**src/core/opspec_cfg.svh**
```systemverilog
// Encodings and constants for the operand specifier address unit
`ifndef OPSPEC_CFG_SVH
`define OPSPEC_CFG_SVH

`define MODE_INDEX        4'h4
`define MODE_REG          4'h5
`define MODE_REG_DEF      4'h6
`define MODE_AUTODEC      4'h7
`define MODE_AUTOINC      4'h8
`define MODE_AUTOINC_DEF  4'h9
`define MODE_BDISP        4'ha
`define MODE_BDISP_DEF    4'hb
`define MODE_WDISP        4'hc
`define MODE_WDISP_DEF    4'hd
`define MODE_LDISP        4'he
`define MODE_LDISP_DEF    4'hf
`define REG_PC            4'hf
`define FAULT_NONE        2'h0
`define FAULT_ILLEGAL     2'h1
`define FAULT_RESERVED    2'h2
`define BIAS_FD           8'h80
`define BIAS_G            11'h400
`define BIAS_H            15'h4000
`define ADDR_LONG_SIZE    32'h4

`endif

```
**src/core/opspec_pkg.sv**
```systemverilog
// Types for the operand specifier address unit
package opspec_pkg;

  typedef enum logic [3:0] {
    DT_BYTE = 4'h0,
    DT_WORD = 4'h1,
    DT_LONG = 4'h2,
    DT_QUAD = 4'h3,
    DT_OCTA = 4'h4,
    DT_FFLT = 4'h5,
    DT_DFLT = 4'h6,
    DT_GFLT = 4'h7,
    DT_HFLT = 4'h8
  } dtype_t;

  typedef enum logic [1:0] {
    ACC_READ   = 2'h0,
    ACC_MODIFY = 2'h1,
    ACC_WRITE  = 2'h2,
    ACC_ADDR   = 2'h3
  } access_t;

  typedef enum logic [6:0] {
    S_IDLE = 7'h01,
    S_SPEC = 7'h02,
    S_BASE = 7'h04,
    S_EXT  = 7'h08,
    S_CALC = 7'h10,
    S_MEM  = 7'h20,
    S_FIN  = 7'h40
  } state_t;

  typedef struct packed {
    state_t       st;
    access_t      acc;
    dtype_t       dtype;
    logic         indexed;
    logic [3:0]   rx;
    logic [3:0]   mode;
    logic [3:0]   rn;
    logic [2:0]   ext_need;
    logic [2:0]   ext_cnt;
    logic [31:0]  ext;
    logic [31:0]  pc;
    logic         fault;
    logic [1:0]   fault_type;
    logic         in_reg;
    logic [31:0]  oa;
    logic [127:0] lit;
    logic         is_lit;
    logic         mem_req;
    logic         wr_en;
    logic [3:0]   wr_num;
    logic [31:0]  wr_data;
  } unit_state_t;

endpackage : opspec_pkg

```
**src/core/operand_specifier_address_unit.sv**
```systemverilog
// Operand specifier decoder and operand address calculator
//
// Functional notes
// RULE1 - Modes 10/12/14: byte/word/long displacement follows
// RULE2 - Sign-extended displacement plus base gives address
// RULE3 - Modes 11/13/15: fetched longword is address
// RULE4 - PC base uses PC past extension
// RULE5 - Literal zero-extends six bits for integers
// RULE6 - F/D literal: exponent plus 128, fraction
// RULE7 - G literal: exponent plus 1024, fraction
// RULE8 - H literal: exponent plus 16384, second word fraction
// RULE9 - Literal with modify/write/address access faults
// RULE10 - Mode 4: index register, base specifier follows
// RULE11 - Index base register/literal/index mode faults
// RULE12 - Index base keeps its standalone restrictions
// RULE13 - Indexed address adds index times operand size
// RULE14 - Indexed autoinc/autodec steps by primary size
// RULE15 - PC as index register: reserved mode fault
// RULE16 - Stream avoids index equal modified base
// RULE17 - Immediate indexed address ignores constant bytes
// RULE18 - Autoincrement: address first, then register plus size
// RULE19 - Fault reported; no memory access, no register update
`timescale 1ns/1ns
`include "opspec_cfg.svh"

module operand_specifier_address_unit
  import opspec_pkg::*;
(
  input  wire logic         CLK_SYS,           // Processor clock, 250 MHz
  input  wire logic         RST,               // Asynchronous reset, active high
  input  wire logic         START,             // Begin one specifier
  input  wire logic [1:0]   ACCESS,            // Access type, taken with START
  input  wire logic [3:0]   DATA_TYPE,         // Operand data type, taken with START
  input  wire logic         IS_VALID,          // Stream byte present
  input  wire logic [7:0]   IS_BYTE,           // Stream byte
  input  wire logic [31:0]  IS_PC,             // Address of the stream byte
  output logic              IS_READY,          // Stream byte consumed
  output logic [3:0]        REG_A_NUM,         // Base register number
  input  wire logic [31:0]  REG_A_DATA,        // Base register contents
  output logic [3:0]        REG_X_NUM,         // Index register number
  input  wire logic [31:0]  REG_X_DATA,        // Index register contents
  output logic              MEM_REQ,           // Deferred longword read request
  output logic [31:0]       MEM_ADDR,          // Deferred longword address
  input  wire logic         MEM_ACK,           // Deferred read answered
  input  wire logic [31:0]  MEM_DATA,          // Deferred longword
  output logic              DONE,              // Specifier finished, one cycle
  output logic [31:0]       OPERAND_LOCATION,  // Operand address
  output logic              OPND_IS_LITERAL,   // Result is the literal value
  output logic [127:0]      LITERAL_VALUE,     // Literal operand
  output logic              OPND_IN_REG,       // Operand is register (number in address)
  output logic [31:0]       UPDATED_PC,        // PC past the specifier
  output logic              REG_WR_EN,         // Register update strobe
  output logic [3:0]        REG_WR_NUM,        // Register updated
  output logic [31:0]       REG_WR_DATA,       // New register contents
  output logic              FAULT,             // Addressing fault
  output logic [1:0]        FAULT_TYPE         // Illegal or reserved mode
);

  unit_state_t s;
  unit_state_t next_s;
  logic        accept;
  logic [31:0] base;

  function automatic logic [31:0] size_bytes(input dtype_t dt);
    case (dt)
      DT_BYTE:                   size_bytes = 32'h1;
      DT_WORD:                   size_bytes = 32'h2;
      DT_LONG, DT_FFLT:          size_bytes = 32'h4;
      DT_QUAD, DT_DFLT, DT_GFLT: size_bytes = 32'h8;
      default:                   size_bytes = 32'h10;
    endcase
  endfunction : size_bytes

  function automatic logic [31:0] scaled(input logic [31:0] x, input dtype_t dt);
    case (dt)
      DT_BYTE:                   scaled = x;
      DT_WORD:                   scaled = {x[30:0], 1'b0};
      DT_LONG, DT_FFLT:          scaled = {x[29:0], 2'b00};
      DT_QUAD, DT_DFLT, DT_GFLT: scaled = {x[28:0], 3'b000};
      default:                   scaled = {x[27:0], 4'b0000};
    endcase
  endfunction : scaled

  // Bytes of extension that follow a specifier byte
  function automatic logic [2:0] ext_len(input logic [7:0] b);
    case (b[7:4])
      `MODE_BDISP, `MODE_BDISP_DEF: ext_len = 3'h1;                 // RULE1
      `MODE_WDISP, `MODE_WDISP_DEF: ext_len = 3'h2;                 // RULE1
      `MODE_LDISP, `MODE_LDISP_DEF: ext_len = 3'h4;                 // RULE1
      `MODE_AUTOINC_DEF:            ext_len = (b[3:0] == `REG_PC) ? 3'h4 : 3'h0;
      default:                      ext_len = 3'h0;
    endcase
  endfunction : ext_len

  function automatic logic [31:0] disp_ext(input logic [31:0] e, input logic [2:0] n);
    case (n)
      3'h1:    disp_ext = {{24{e[7]}}, e[7:0]};                     // RULE2
      3'h2:    disp_ext = {{16{e[15]}}, e[15:0]};                   // RULE2
      default: disp_ext = e;                                        // RULE2
    endcase
  endfunction : disp_ext

  function automatic logic [127:0] lit_build(input dtype_t dt, input logic [5:0] l);
    lit_build = '0;
    case (dt)
      DT_FFLT, DT_DFLT: lit_build[15:0] = {1'b0, `BIAS_FD + {5'h00, l[5:3]}, l[2:0], 4'h0}; // RULE6
      DT_GFLT: lit_build[15:0] = {1'b0, `BIAS_G + {8'h00, l[5:3]}, l[2:0], 1'b0};         // RULE7
      DT_HFLT: begin
        lit_build[15:0]  = {1'b0, `BIAS_H + {12'h000, l[5:3]}};    // RULE8
        lit_build[31:16] = {l[2:0], 13'h0000};                     // RULE8
      end
      default: lit_build[5:0] = l;                                 // RULE5
    endcase
  endfunction : lit_build

  assign accept    = IS_VALID && (s.st == S_SPEC || s.st == S_BASE || s.st == S_EXT);
  assign IS_READY  = (s.st == S_SPEC || s.st == S_BASE || s.st == S_EXT);
  assign REG_A_NUM = s.rn;
  assign REG_X_NUM = s.rx;
  assign base      = (s.rn == `REG_PC) ? s.pc : REG_A_DATA;        // RULE4

  always_comb begin
    next_s = s;
    case (s.st)
      S_IDLE: begin
        next_s.fault      = 1'b0;
        next_s.fault_type = `FAULT_NONE;
        next_s.wr_en      = 1'b0;
        next_s.in_reg     = 1'b0;
        next_s.is_lit     = 1'b0;
        next_s.indexed    = 1'b0;
        next_s.rx         = 4'h0;
        if (START) begin
          next_s.acc   = access_t'(ACCESS);
          next_s.dtype = dtype_t'(DATA_TYPE);
          next_s.st    = S_SPEC;
        end
      end
      S_SPEC: begin
        if (accept) begin
          next_s.pc       = IS_PC + 32'h1;
          next_s.mode     = IS_BYTE[7:4];
          next_s.rn       = IS_BYTE[3:0];
          next_s.ext      = '0;
          next_s.ext_cnt  = 3'h0;
          next_s.ext_need = ext_len(IS_BYTE);
          next_s.st       = S_FIN;
          if (IS_BYTE[7:6] == 2'b00) begin
            if (s.acc != ACC_READ) begin
              next_s.fault      = 1'b1;                             // RULE9
              next_s.fault_type = `FAULT_ILLEGAL;                   // RULE9
            end else begin
              next_s.is_lit = 1'b1;
              next_s.lit    = lit_build(s.dtype, IS_BYTE[5:0]);     // RULE5
            end
          end else if (IS_BYTE[7:4] == `MODE_INDEX) begin
            next_s.indexed = 1'b1;                                  // RULE10
            next_s.rx      = IS_BYTE[3:0];                          // RULE10
            if (IS_BYTE[3:0] == `REG_PC) begin
              next_s.fault      = 1'b1;                             // RULE15
              next_s.fault_type = `FAULT_RESERVED;                  // RULE15
            end else begin
              next_s.st = S_BASE;                                   // RULE10
            end
          end else if (IS_BYTE[7:4] == `MODE_REG) begin
            if (s.acc == ACC_ADDR) begin
              next_s.fault      = 1'b1;
              next_s.fault_type = `FAULT_ILLEGAL;
            end else begin
              next_s.in_reg = 1'b1;
              next_s.oa     = {28'h0000000, IS_BYTE[3:0]};
            end
          end else begin
            next_s.st = (ext_len(IS_BYTE) == 3'h0) ? S_CALC : S_EXT;
          end
        end
      end
      S_BASE: begin
        if (accept) begin
          next_s.pc       = IS_PC + 32'h1;
          next_s.mode     = IS_BYTE[7:4];
          next_s.rn       = IS_BYTE[3:0];
          next_s.ext      = '0;
          next_s.ext_cnt  = 3'h0;
          next_s.ext_need = ext_len(IS_BYTE);
          if (IS_BYTE[7:4] <= `MODE_REG) begin
            next_s.fault      = 1'b1;                               // RULE11
            next_s.fault_type = `FAULT_ILLEGAL;                     // RULE11
            next_s.st         = S_FIN;
          end else begin
            next_s.st = (ext_len(IS_BYTE) == 3'h0) ? S_CALC : S_EXT; // RULE10 RULE12
          end
        end
      end
      S_EXT: begin
        if (accept) begin
          next_s.pc                               = IS_PC + 32'h1;  // RULE4
          next_s.ext[{s.ext_cnt[1:0], 3'b000} +: 8] = IS_BYTE;      // RULE1
          next_s.ext_cnt                          = s.ext_cnt + 3'h1;
          if (s.ext_cnt + 3'h1 == s.ext_need) begin
            next_s.st = S_CALC;
          end
        end
      end
      S_CALC: begin
        next_s.st     = S_FIN;
        next_s.wr_num = s.rn;
        case (s.mode)
          `MODE_AUTODEC: begin
            next_s.wr_en   = 1'b1;                                  // RULE14
            next_s.wr_data = base - size_bytes(s.dtype);            // RULE14
            next_s.oa      = base - size_bytes(s.dtype);
          end
          `MODE_AUTOINC: begin
            next_s.oa      = base;                                  // RULE18 RULE17
            next_s.wr_en   = 1'b1;                                  // RULE18
            next_s.wr_data = base + size_bytes(s.dtype);            // RULE18 RULE14
          end
          `MODE_AUTOINC_DEF: begin
            if (s.rn == `REG_PC) begin
              next_s.oa = s.ext;
            end else begin
              next_s.oa      = base;
              next_s.mem_req = 1'b1;
              next_s.st      = S_MEM;
              next_s.wr_en   = 1'b1;
              next_s.wr_data = base + `ADDR_LONG_SIZE;
            end
          end
          `MODE_BDISP_DEF, `MODE_WDISP_DEF, `MODE_LDISP_DEF: begin
            next_s.oa      = base + disp_ext(s.ext, s.ext_need);    // RULE3
            next_s.mem_req = 1'b1;                                  // RULE3
            next_s.st      = S_MEM;
          end
          `MODE_BDISP, `MODE_WDISP, `MODE_LDISP: begin
            next_s.oa = base + disp_ext(s.ext, s.ext_need);         // RULE2
          end
          default: next_s.oa = base;
        endcase
        if (s.indexed && next_s.st == S_FIN) begin
          next_s.oa = next_s.oa + scaled(REG_X_DATA, s.dtype);      // RULE13
        end
      end
      S_MEM: begin
        if (MEM_ACK) begin
          next_s.mem_req = 1'b0;
          next_s.oa      = s.indexed ? MEM_DATA + scaled(REG_X_DATA, s.dtype)
                                     : MEM_DATA;                    // RULE3 RULE13
          next_s.st      = S_FIN;
        end
      end
      S_FIN:   next_s.st = S_IDLE;
      default: next_s.st = S_IDLE;
    endcase
  end

  always_ff @(posedge CLK_SYS or posedge RST) begin
    if (RST) begin
      s          <= '0;
      s.st       <= S_IDLE;
      s.acc      <= ACC_READ;
      s.dtype    <= DT_BYTE;
    end else begin
      s <= next_s;
    end
  end

  assign DONE             = (s.st == S_FIN);
  assign MEM_REQ          = s.mem_req;
  assign MEM_ADDR         = s.oa;
  assign OPERAND_LOCATION = s.oa;
  assign OPND_IS_LITERAL  = s.is_lit;
  assign LITERAL_VALUE    = s.lit;
  assign OPND_IN_REG      = s.in_reg;
  assign UPDATED_PC       = (s.mode == `MODE_AUTOINC && s.rn == `REG_PC && s.wr_en)
                            ? s.wr_data : s.pc;
  assign REG_WR_EN        = DONE && s.wr_en && !s.fault;            // RULE19
  assign REG_WR_NUM       = s.wr_num;
  assign REG_WR_DATA      = s.wr_data;
  assign FAULT            = DONE && s.fault;                        // RULE19
  assign FAULT_TYPE       = s.fault_type;
endmodule : operand_specifier_address_unit

```
**config.mk**
```make
export PLATFORM = sky130hd
export DESIGN_NAME = operand_specifier_address_unit
export DESIGN_NICKNAME = d
export VERILOG_FILES = /design/src/core/opspec_pkg.sv /design/src/core/operand_specifier_address_unit.sv
export VERILOG_INCLUDE_DIRS = /design/src /design/src/core
export SDC_FILE = /design/constraint.sdc
export NUM_CORES = 1
export LEC_CHECK = 0
export BUFFER_PORTS_ARGS = -buffer_cell sky130_fd_sc_hd__buf_2
export CORE_ASPECT_RATIO = 2
export CORE_MARGIN = 4
export CORE_UTILIZATION = 60
export DETAILED_ROUTE_END_ITERATION = 10
export PLACE_DENSITY_LB_ADDON = 0.05
export SLEW_MARGIN = 10
export SYNTH_ARGS = -nofsm -noshare
export SYNTH_HDL_FRONTEND = slang
export SYNTH_SLANG_ARGS = --single-unit
```
**constraint.sdc**
```tcl
create_clock -name CLK_SYS -period 13.05 [get_ports CLK_SYS]
set_input_delay 2.61 -clock CLK_SYS [delete_from_list [all_inputs] [get_ports CLK_SYS]]
set_output_delay 2.61 -clock CLK_SYS [all_outputs]
set_load 0.05 [all_outputs]
```
After elaboration in Yosys (flattened, before gate mapping). Cells that the tools add are included.

Register bits after elaboration: 203. Latch bits: 0. Memory bits (writable): 0. Memory bits (read-only): 0. Input port bits: 147. Output and inout port bits: 277. Word-level logic and storage cells: 230. Memories: 0.

Add/subtract/negate cells: 13. $mul: 0. Div/mod/pow operators: 0. Order comparisons: 1. Eq/ne operators: 61. Shift-type cells: 2. Multiplexer cells: 86. Bitwise gates (word level): 1. Reduce and logical (&&, ||, !) cells: 45.

Operator list (number): 32-bit 2-to-1 mux (20); 32-bit one-hot mux with 4 select lines (2); 248-bit 2-to-1 mux (1); 67-bit one-hot mux with 3 select lines (1); 32-bit one-hot mux with 3 select lines (2); 32-bit adder (5); 33-bit 2-to-1 mux (4); 129-bit 2-to-1 mux (1); 7-bit 2-to-1 mux (12); 81-bit 2-to-1 mux (1); 4-bit == test, second input constant (18); 67-bit 2-to-1 mux (1); 32-bit one-hot mux with 2 select lines (1); 3-bit 2-to-1 mux (15); 7-bit one-hot mux with 6 select lines (1); 36-bit 2-to-1 mux (1); 32-bit by 1-bit adder with 32-bit output, second input constant (1); 32-bit by 3-bit adder with 32-bit output, second input constant (1); 32-bit bitwise mux (1); 8-bit by 7-bit variable shift with 32-bit output, first input constant (1); 8-bit by 7-bit variable part select with 32-bit output (1); 32-bit subtractor (1); 9-bit one-hot mux with 3 select lines (1); 4-bit by 3-bit == test with 1-bit output, second input constant (6); 56 further kinds (110).

Logic depth before layout (Yosys ltp).
Depth in word-level cells: 15. Mapped depth: 32. Mapped depth without buffers: 28.

Least setup slack after synthesis. Ideal clock, no wire load.

Path type: input-to-reg. Start: input port REG_A_DATA[0]. End: register s, in the netlist MEM_ADDR[28]. Setup time: 124 ps. Data arrival time: 7554 ps. Path slack: 5372 ps. Cell stages on the path: 26. Path through: nand2_1 -> a21boi_0 -> inv_1 -> ha_1 -> fa_1 -> a211oi_1 -> o21ai_0 -> a21oi_1 -> o211ai_1 -> a21oi_1 -> o21ai_0 -> a21oi_1 -> xnor2_1 -> nand2_1 -> a31oi_1 -> ha_1 -> and2_1 -> and4_1 -> a221o_1 -> a21o_1 -> o21a_1 -> o31a_1 -> o21bai_1 -> nand3_1 -> nor3b_1 -> a211o_1.

Word-level cells in the longest chain between the ends: 7. Elaborated cells between the ends (all ways): 10. Those cells by class: add/sub: 4; mux: 6.

RTL lines: start, declared (line operand_specifier_address_unit.sv:39) `input wire logic [31:0] REG_A_DATA,`; 32-bit 2-to-1 mux (*) (line operand_specifier_address_unit.sv:120) `` assign base = (s.rn == `REG_PC) ? s.pc : REG_A_DATA; ``; 32-bit adder (tied with other cells) (line operand_specifier_address_unit.sv:236) `next_s.oa = base + disp_ext(s.ext, s.ext_need);`; 32-bit one-hot mux with 4 select lines (*) (line operand_specifier_address_unit.sv:208) `case (s.mode)`; 32-bit 2-to-1 mux (*) (line operand_specifier_address_unit.sv:124) `case (s.st)`; 32-bit adder (line operand_specifier_address_unit.sv:241) `next_s.oa = next_s.oa + scaled(REG_X_DATA, s.dtype);`; 32-bit 2-to-1 mux (*) (line operand_specifier_address_unit.sv:240) `if (s.indexed && next_s.st == S_FIN) begin`; 32-bit one-hot mux with 3 select lines (*) (line operand_specifier_address_unit.sv:124); end signal, assigned (line operand_specifier_address_unit.sv:264) `s <= next_s;`; end, declared (line operand_specifier_address_unit.sv:59) `unit_state_t s;`.

Every way passes the cells marked *; elsewhere a longest branch is shown, timed or not. The select of a mux whose other input is x is not followed. A chain may end at the register's enable or synchronous reset.

Worst setup path in the final report.
Start: input port REG_A_DATA[2]. End: register s, in the netlist MEM_ADDR[31].

The elaborated chain is that of the path after synthesis.

==> out/summary.md <==
The path class of the tightest hold or removal check is flop to flop. The share of flip-flops with an asynchronous set or reset after synthesis is 1.000. In this run the number of H-tree levels came out at 4. The number of buffers inserted to repair setup after CTS is 0, and the final worst hold slack is 0.4905 ns. The run gives 0.2266 as the post-synthesis sequential area ratio. The data required time at the worst endpoint is 13.39 ns, and the number of fillers in the final layout is 3099.

The share of the synthesized area in the top cell type is 0.2253. For this run the aggregate overflow at the end of global routing stands at 0. For the final weighted congestion of routability-driven global placement, the log shows 1.016. In the post-synthesis netlist, the biggest area contributors are dfrtp_1 23%, buf_4 8.8%, nand2_1 7.1%.

The largest total area in the synthesized netlist belongs to dfrtp_1. The horizontal die dimension came out at 138.5 um. Hold repair after CTS inserted 0 buffers. The run gives 0.1197 GHz as the peak clock frequency supported by timing.

The tools report the peak ir drop on the vdd network as 0.1502 mV. After detailed routing, the number of remaining DRC violations is 0. In this run the cell area measured after placement is 21000 um^2.

The logs give 95 for the row count and 0 for the count of endpoints failing hold in the final timing report. The end-of-flow core utilization was 0.6436; the number of register bits inferred by synthesis was 185. Mean instance size in the synthesized netlist: 7.589 um^2.

Most used cell along the critical path: o21ai_0. The highest net fanout along the worst path is 6. The worst setup path is captured at a flop. The first global-routing pass estimated 110300 um of wire. The tools report the combined area of all synthesized cells as 20440 um^2.

For the count of final setup violators, the log shows 0. The ratio of cells with drive above 1 in the final layout is 0.1682, and the number of nets in the layout is 3061. Relative to the synthesized area, the layout overhead comes to 5.939%.

The analysis attributes to cell leakage a power of 9.977 nW. The maximum number of buffers from clock root to sink is 2. In this run the clock root is driven by a clkbuf_16. The via density per instance is 6.396.

The cell count after synthesis was 2693. Together, buffers and inverters on the worst path number 2. The core region is 33640 um^2. TritonCTS built the clock tree. The latest clock arrival within the worst-skew pair was 0.48 ns; the initial standard-cell utilization of the core was 0.6075. The number of buffers created by CTS is 17. 424 I/O pins were placed.

The number of antenna violations at the first check in global routing is 0. The transition time at the pin with the least slew margin is 1.159 ns, and the worst slew slack as a fraction of its limit is 0.2165. The clock net in this run drives a total of 185 sinks. The count of max-cap constraint violations is 0. The Yosys step of the flow raised 0 warnings. Yosys mapped a number of flops with a built-in enable equal to 0. The die covers 37260 um^2.

The total global-route track usage is 0.3694, and the die boundary height is 269.0 um. The run finished with clean final reports. The half-perimeter wire length after detailed placement is 56810 um.

Dominant delay contributor by cell family on the critical path: compound AO/OA/AOI/OAI gates. Most common flop cell mapped by yosys: dfrtp_1. The sequential cells in the finished layout cover a total of 4631 um^2.

The critical path launch point type was a primary input. The number of iterations in the first detailed-routing pass was 8. The violation count after the first detailed-route iteration was 1732. Gates resized during post-CTS repair numbered 0. For the distinct cell type count of the synthesized netlist, the log shows 89.

The count of nets left with antenna violations once routing finished came out at 0. The total length of routed wires is 71800 um. Setup repair after global routing left no endpoint under its margin. Count of buffers inserted at the top-level ports: 309. The footprint of the multi-input gates was 13670 um^2; the antenna diode count was 0. The routed layout has 20770 vias. Type of the worst setup path: primary input to flop.

For the sum of negative setup slack, the log shows 0 ns. The tools report the arrival time at the worst endpoint as 8.69 ns. For the final database, setup skew stands at 0.02647 ns. The run gives 21650 um^2 as the post-layout instance area. Among all stages on the critical path, the largest delay is contributed by o21ai_0. After layout, the minimum clock period comes to 8.354 ns. The part of the cycle the worst path needs works out to 0.6401. The final-report max-slew violation count was 0; the total power divided by cell area was 276.4 nW/um^2.

The number of global-route vias before repair is 20260. On the worst path, the slowest cell contributes a delay of 0.58 ns. Clock-pin slew was measured on the worst setup and hold paths at 0.09 ns. In the final routed layout, each cell accounts on average for 22.11 um. Entering global routing, the biggest net connects 113 pins.
[cell usage in the layout (no fill, tap or decap), types with 44 or more instances in the layout]
master	instances
a21oi_1	206
a31oi_1	52
buf_2	309
conb_1	114
dfrtp_1	184
ha_1	110
inv_1	78
mux2_2	48
mux2i_1	52
nand2_1	385
nand3_1	96
nor2_1	185
nor3_1	46
o21a_1	44
o21ai_0	173
xnor2_1	112
[metal layers]
metal / share of wire / vias up / wire length (um) / GRT usage
met3: 0.071 / 304 / 5080 / 0.04632
met2: 0.50 / 1157 / 35570 / 0.6568
li1: - / 9581 / - / -
met1: 0.35 / 9732 / 25420 / 0.4042
met4: 0.080 / 0 / 5729 / 0.2686
met5: 0 / - / 0 / 0
[sequential cells by signal, indices dropped and copies added (netlist names)]
register	cells
s	90
REG_A_NUM	4
REG_WR_NUM	4
FAULT_TYPE	2
LITERAL_VALUE	14
MEM_ADDR	32
OPND_IN_REG	1
REG_X_NUM	4
REG_WR_DATA	32
MEM_REQ	1
OPND_IS_LITERAL	1
[tightest hold or removal path, delay by kind of cell, from the launching register on]
family,cells,cell delay [ns]
compound gates,1,0.06
simple gates,1,0.04
flops,1,0.35
[worst paths after layout]
path	cells past startpoint	slack, ns	from	end
max	26	4.70	REG_A_DATA[2]	MEM_ADDR[31]$_DFFE_PP0P_
min	2	0.49	LITERAL_VALUE[1]$_DFFE_PP0P_	LITERAL_VALUE[1]$_DFFE_PP0P_
max reg2reg	27	5.32	REG_A_NUM[1]$_DFFE_PP0P_	MEM_ADDR[31]$_DFFE_PP0P_
min reg2reg	2	0.49	LITERAL_VALUE[1]$_DFFE_PP0P_	LITERAL_VALUE[1]$_DFFE_PP0P_
max in group asynchronous	3	9.16	RST	s[260]$_DFFE_PP0P_
min in group asynchronous	2	2.28	RST	LITERAL_VALUE[9]$_DFFE_PP0P_
[kinds of logic (layout without fill, tap and decap cells)]
group                    count (synthesis)  count (layout)  synth area share
buffers and inverters                  458             464            0.1289
AO/OA/AOI/OAI                          783             783            0.2496
multiplexers                           104             104           0.05547
XOR/XNOR                               154             154           0.06600
other                                    1             114         0.0001835
flip-flops                             185             185            0.2266
AND/OR/NAND/NOR                        893             893            0.2011
adder cells (fa/ha/maj)                115             115           0.07225
[cell usage after synthesis (all sizes together) (56+ instances only)]
library cell and instances:
xnor2 112, a21oi 212, nand2 387, nand3 96, nor2 186, clkbuf 118
buf 254, inv 82, o21ai 181, dfrtp 184, ha 110, mux2i 56
[power by group]
group	total [W]	switching, W	internal [W]
Sequential	0.000994	0.000227	0.000766
Clock	0.000583	0.000298	0.000285
Combinational	0.00441	0.00290	0.00151
Total	0.00598	0.00342	0.00256
[layout make-up]
class                   count  area share
clock buffers              17     0.01965
clock inverters            15     0.01040
inverters                  86     0.01526
multi-input cells        2163      0.6313
flip-flops and latches    185      0.2139
well taps                 436     0.02520
repair buffers            346     0.08426
[per-stage QoR]
stage | std cells | power [W] | worst slack, ns
2_1_floorplan | 2806 | 0.004528 | 5.372
3_3_place_gp | 3216 | 0.005242 | 4.517
3_5_place_dp | 3216 | 0.005328 | 4.353
4_1_cts | 3248 | 0.005932 | 4.778
5_1_grt | 3248 | 0.006399 | 4.166
6_report | 3248 | 0.005985 | 4.696
Power figures use the tool's default switching activity.
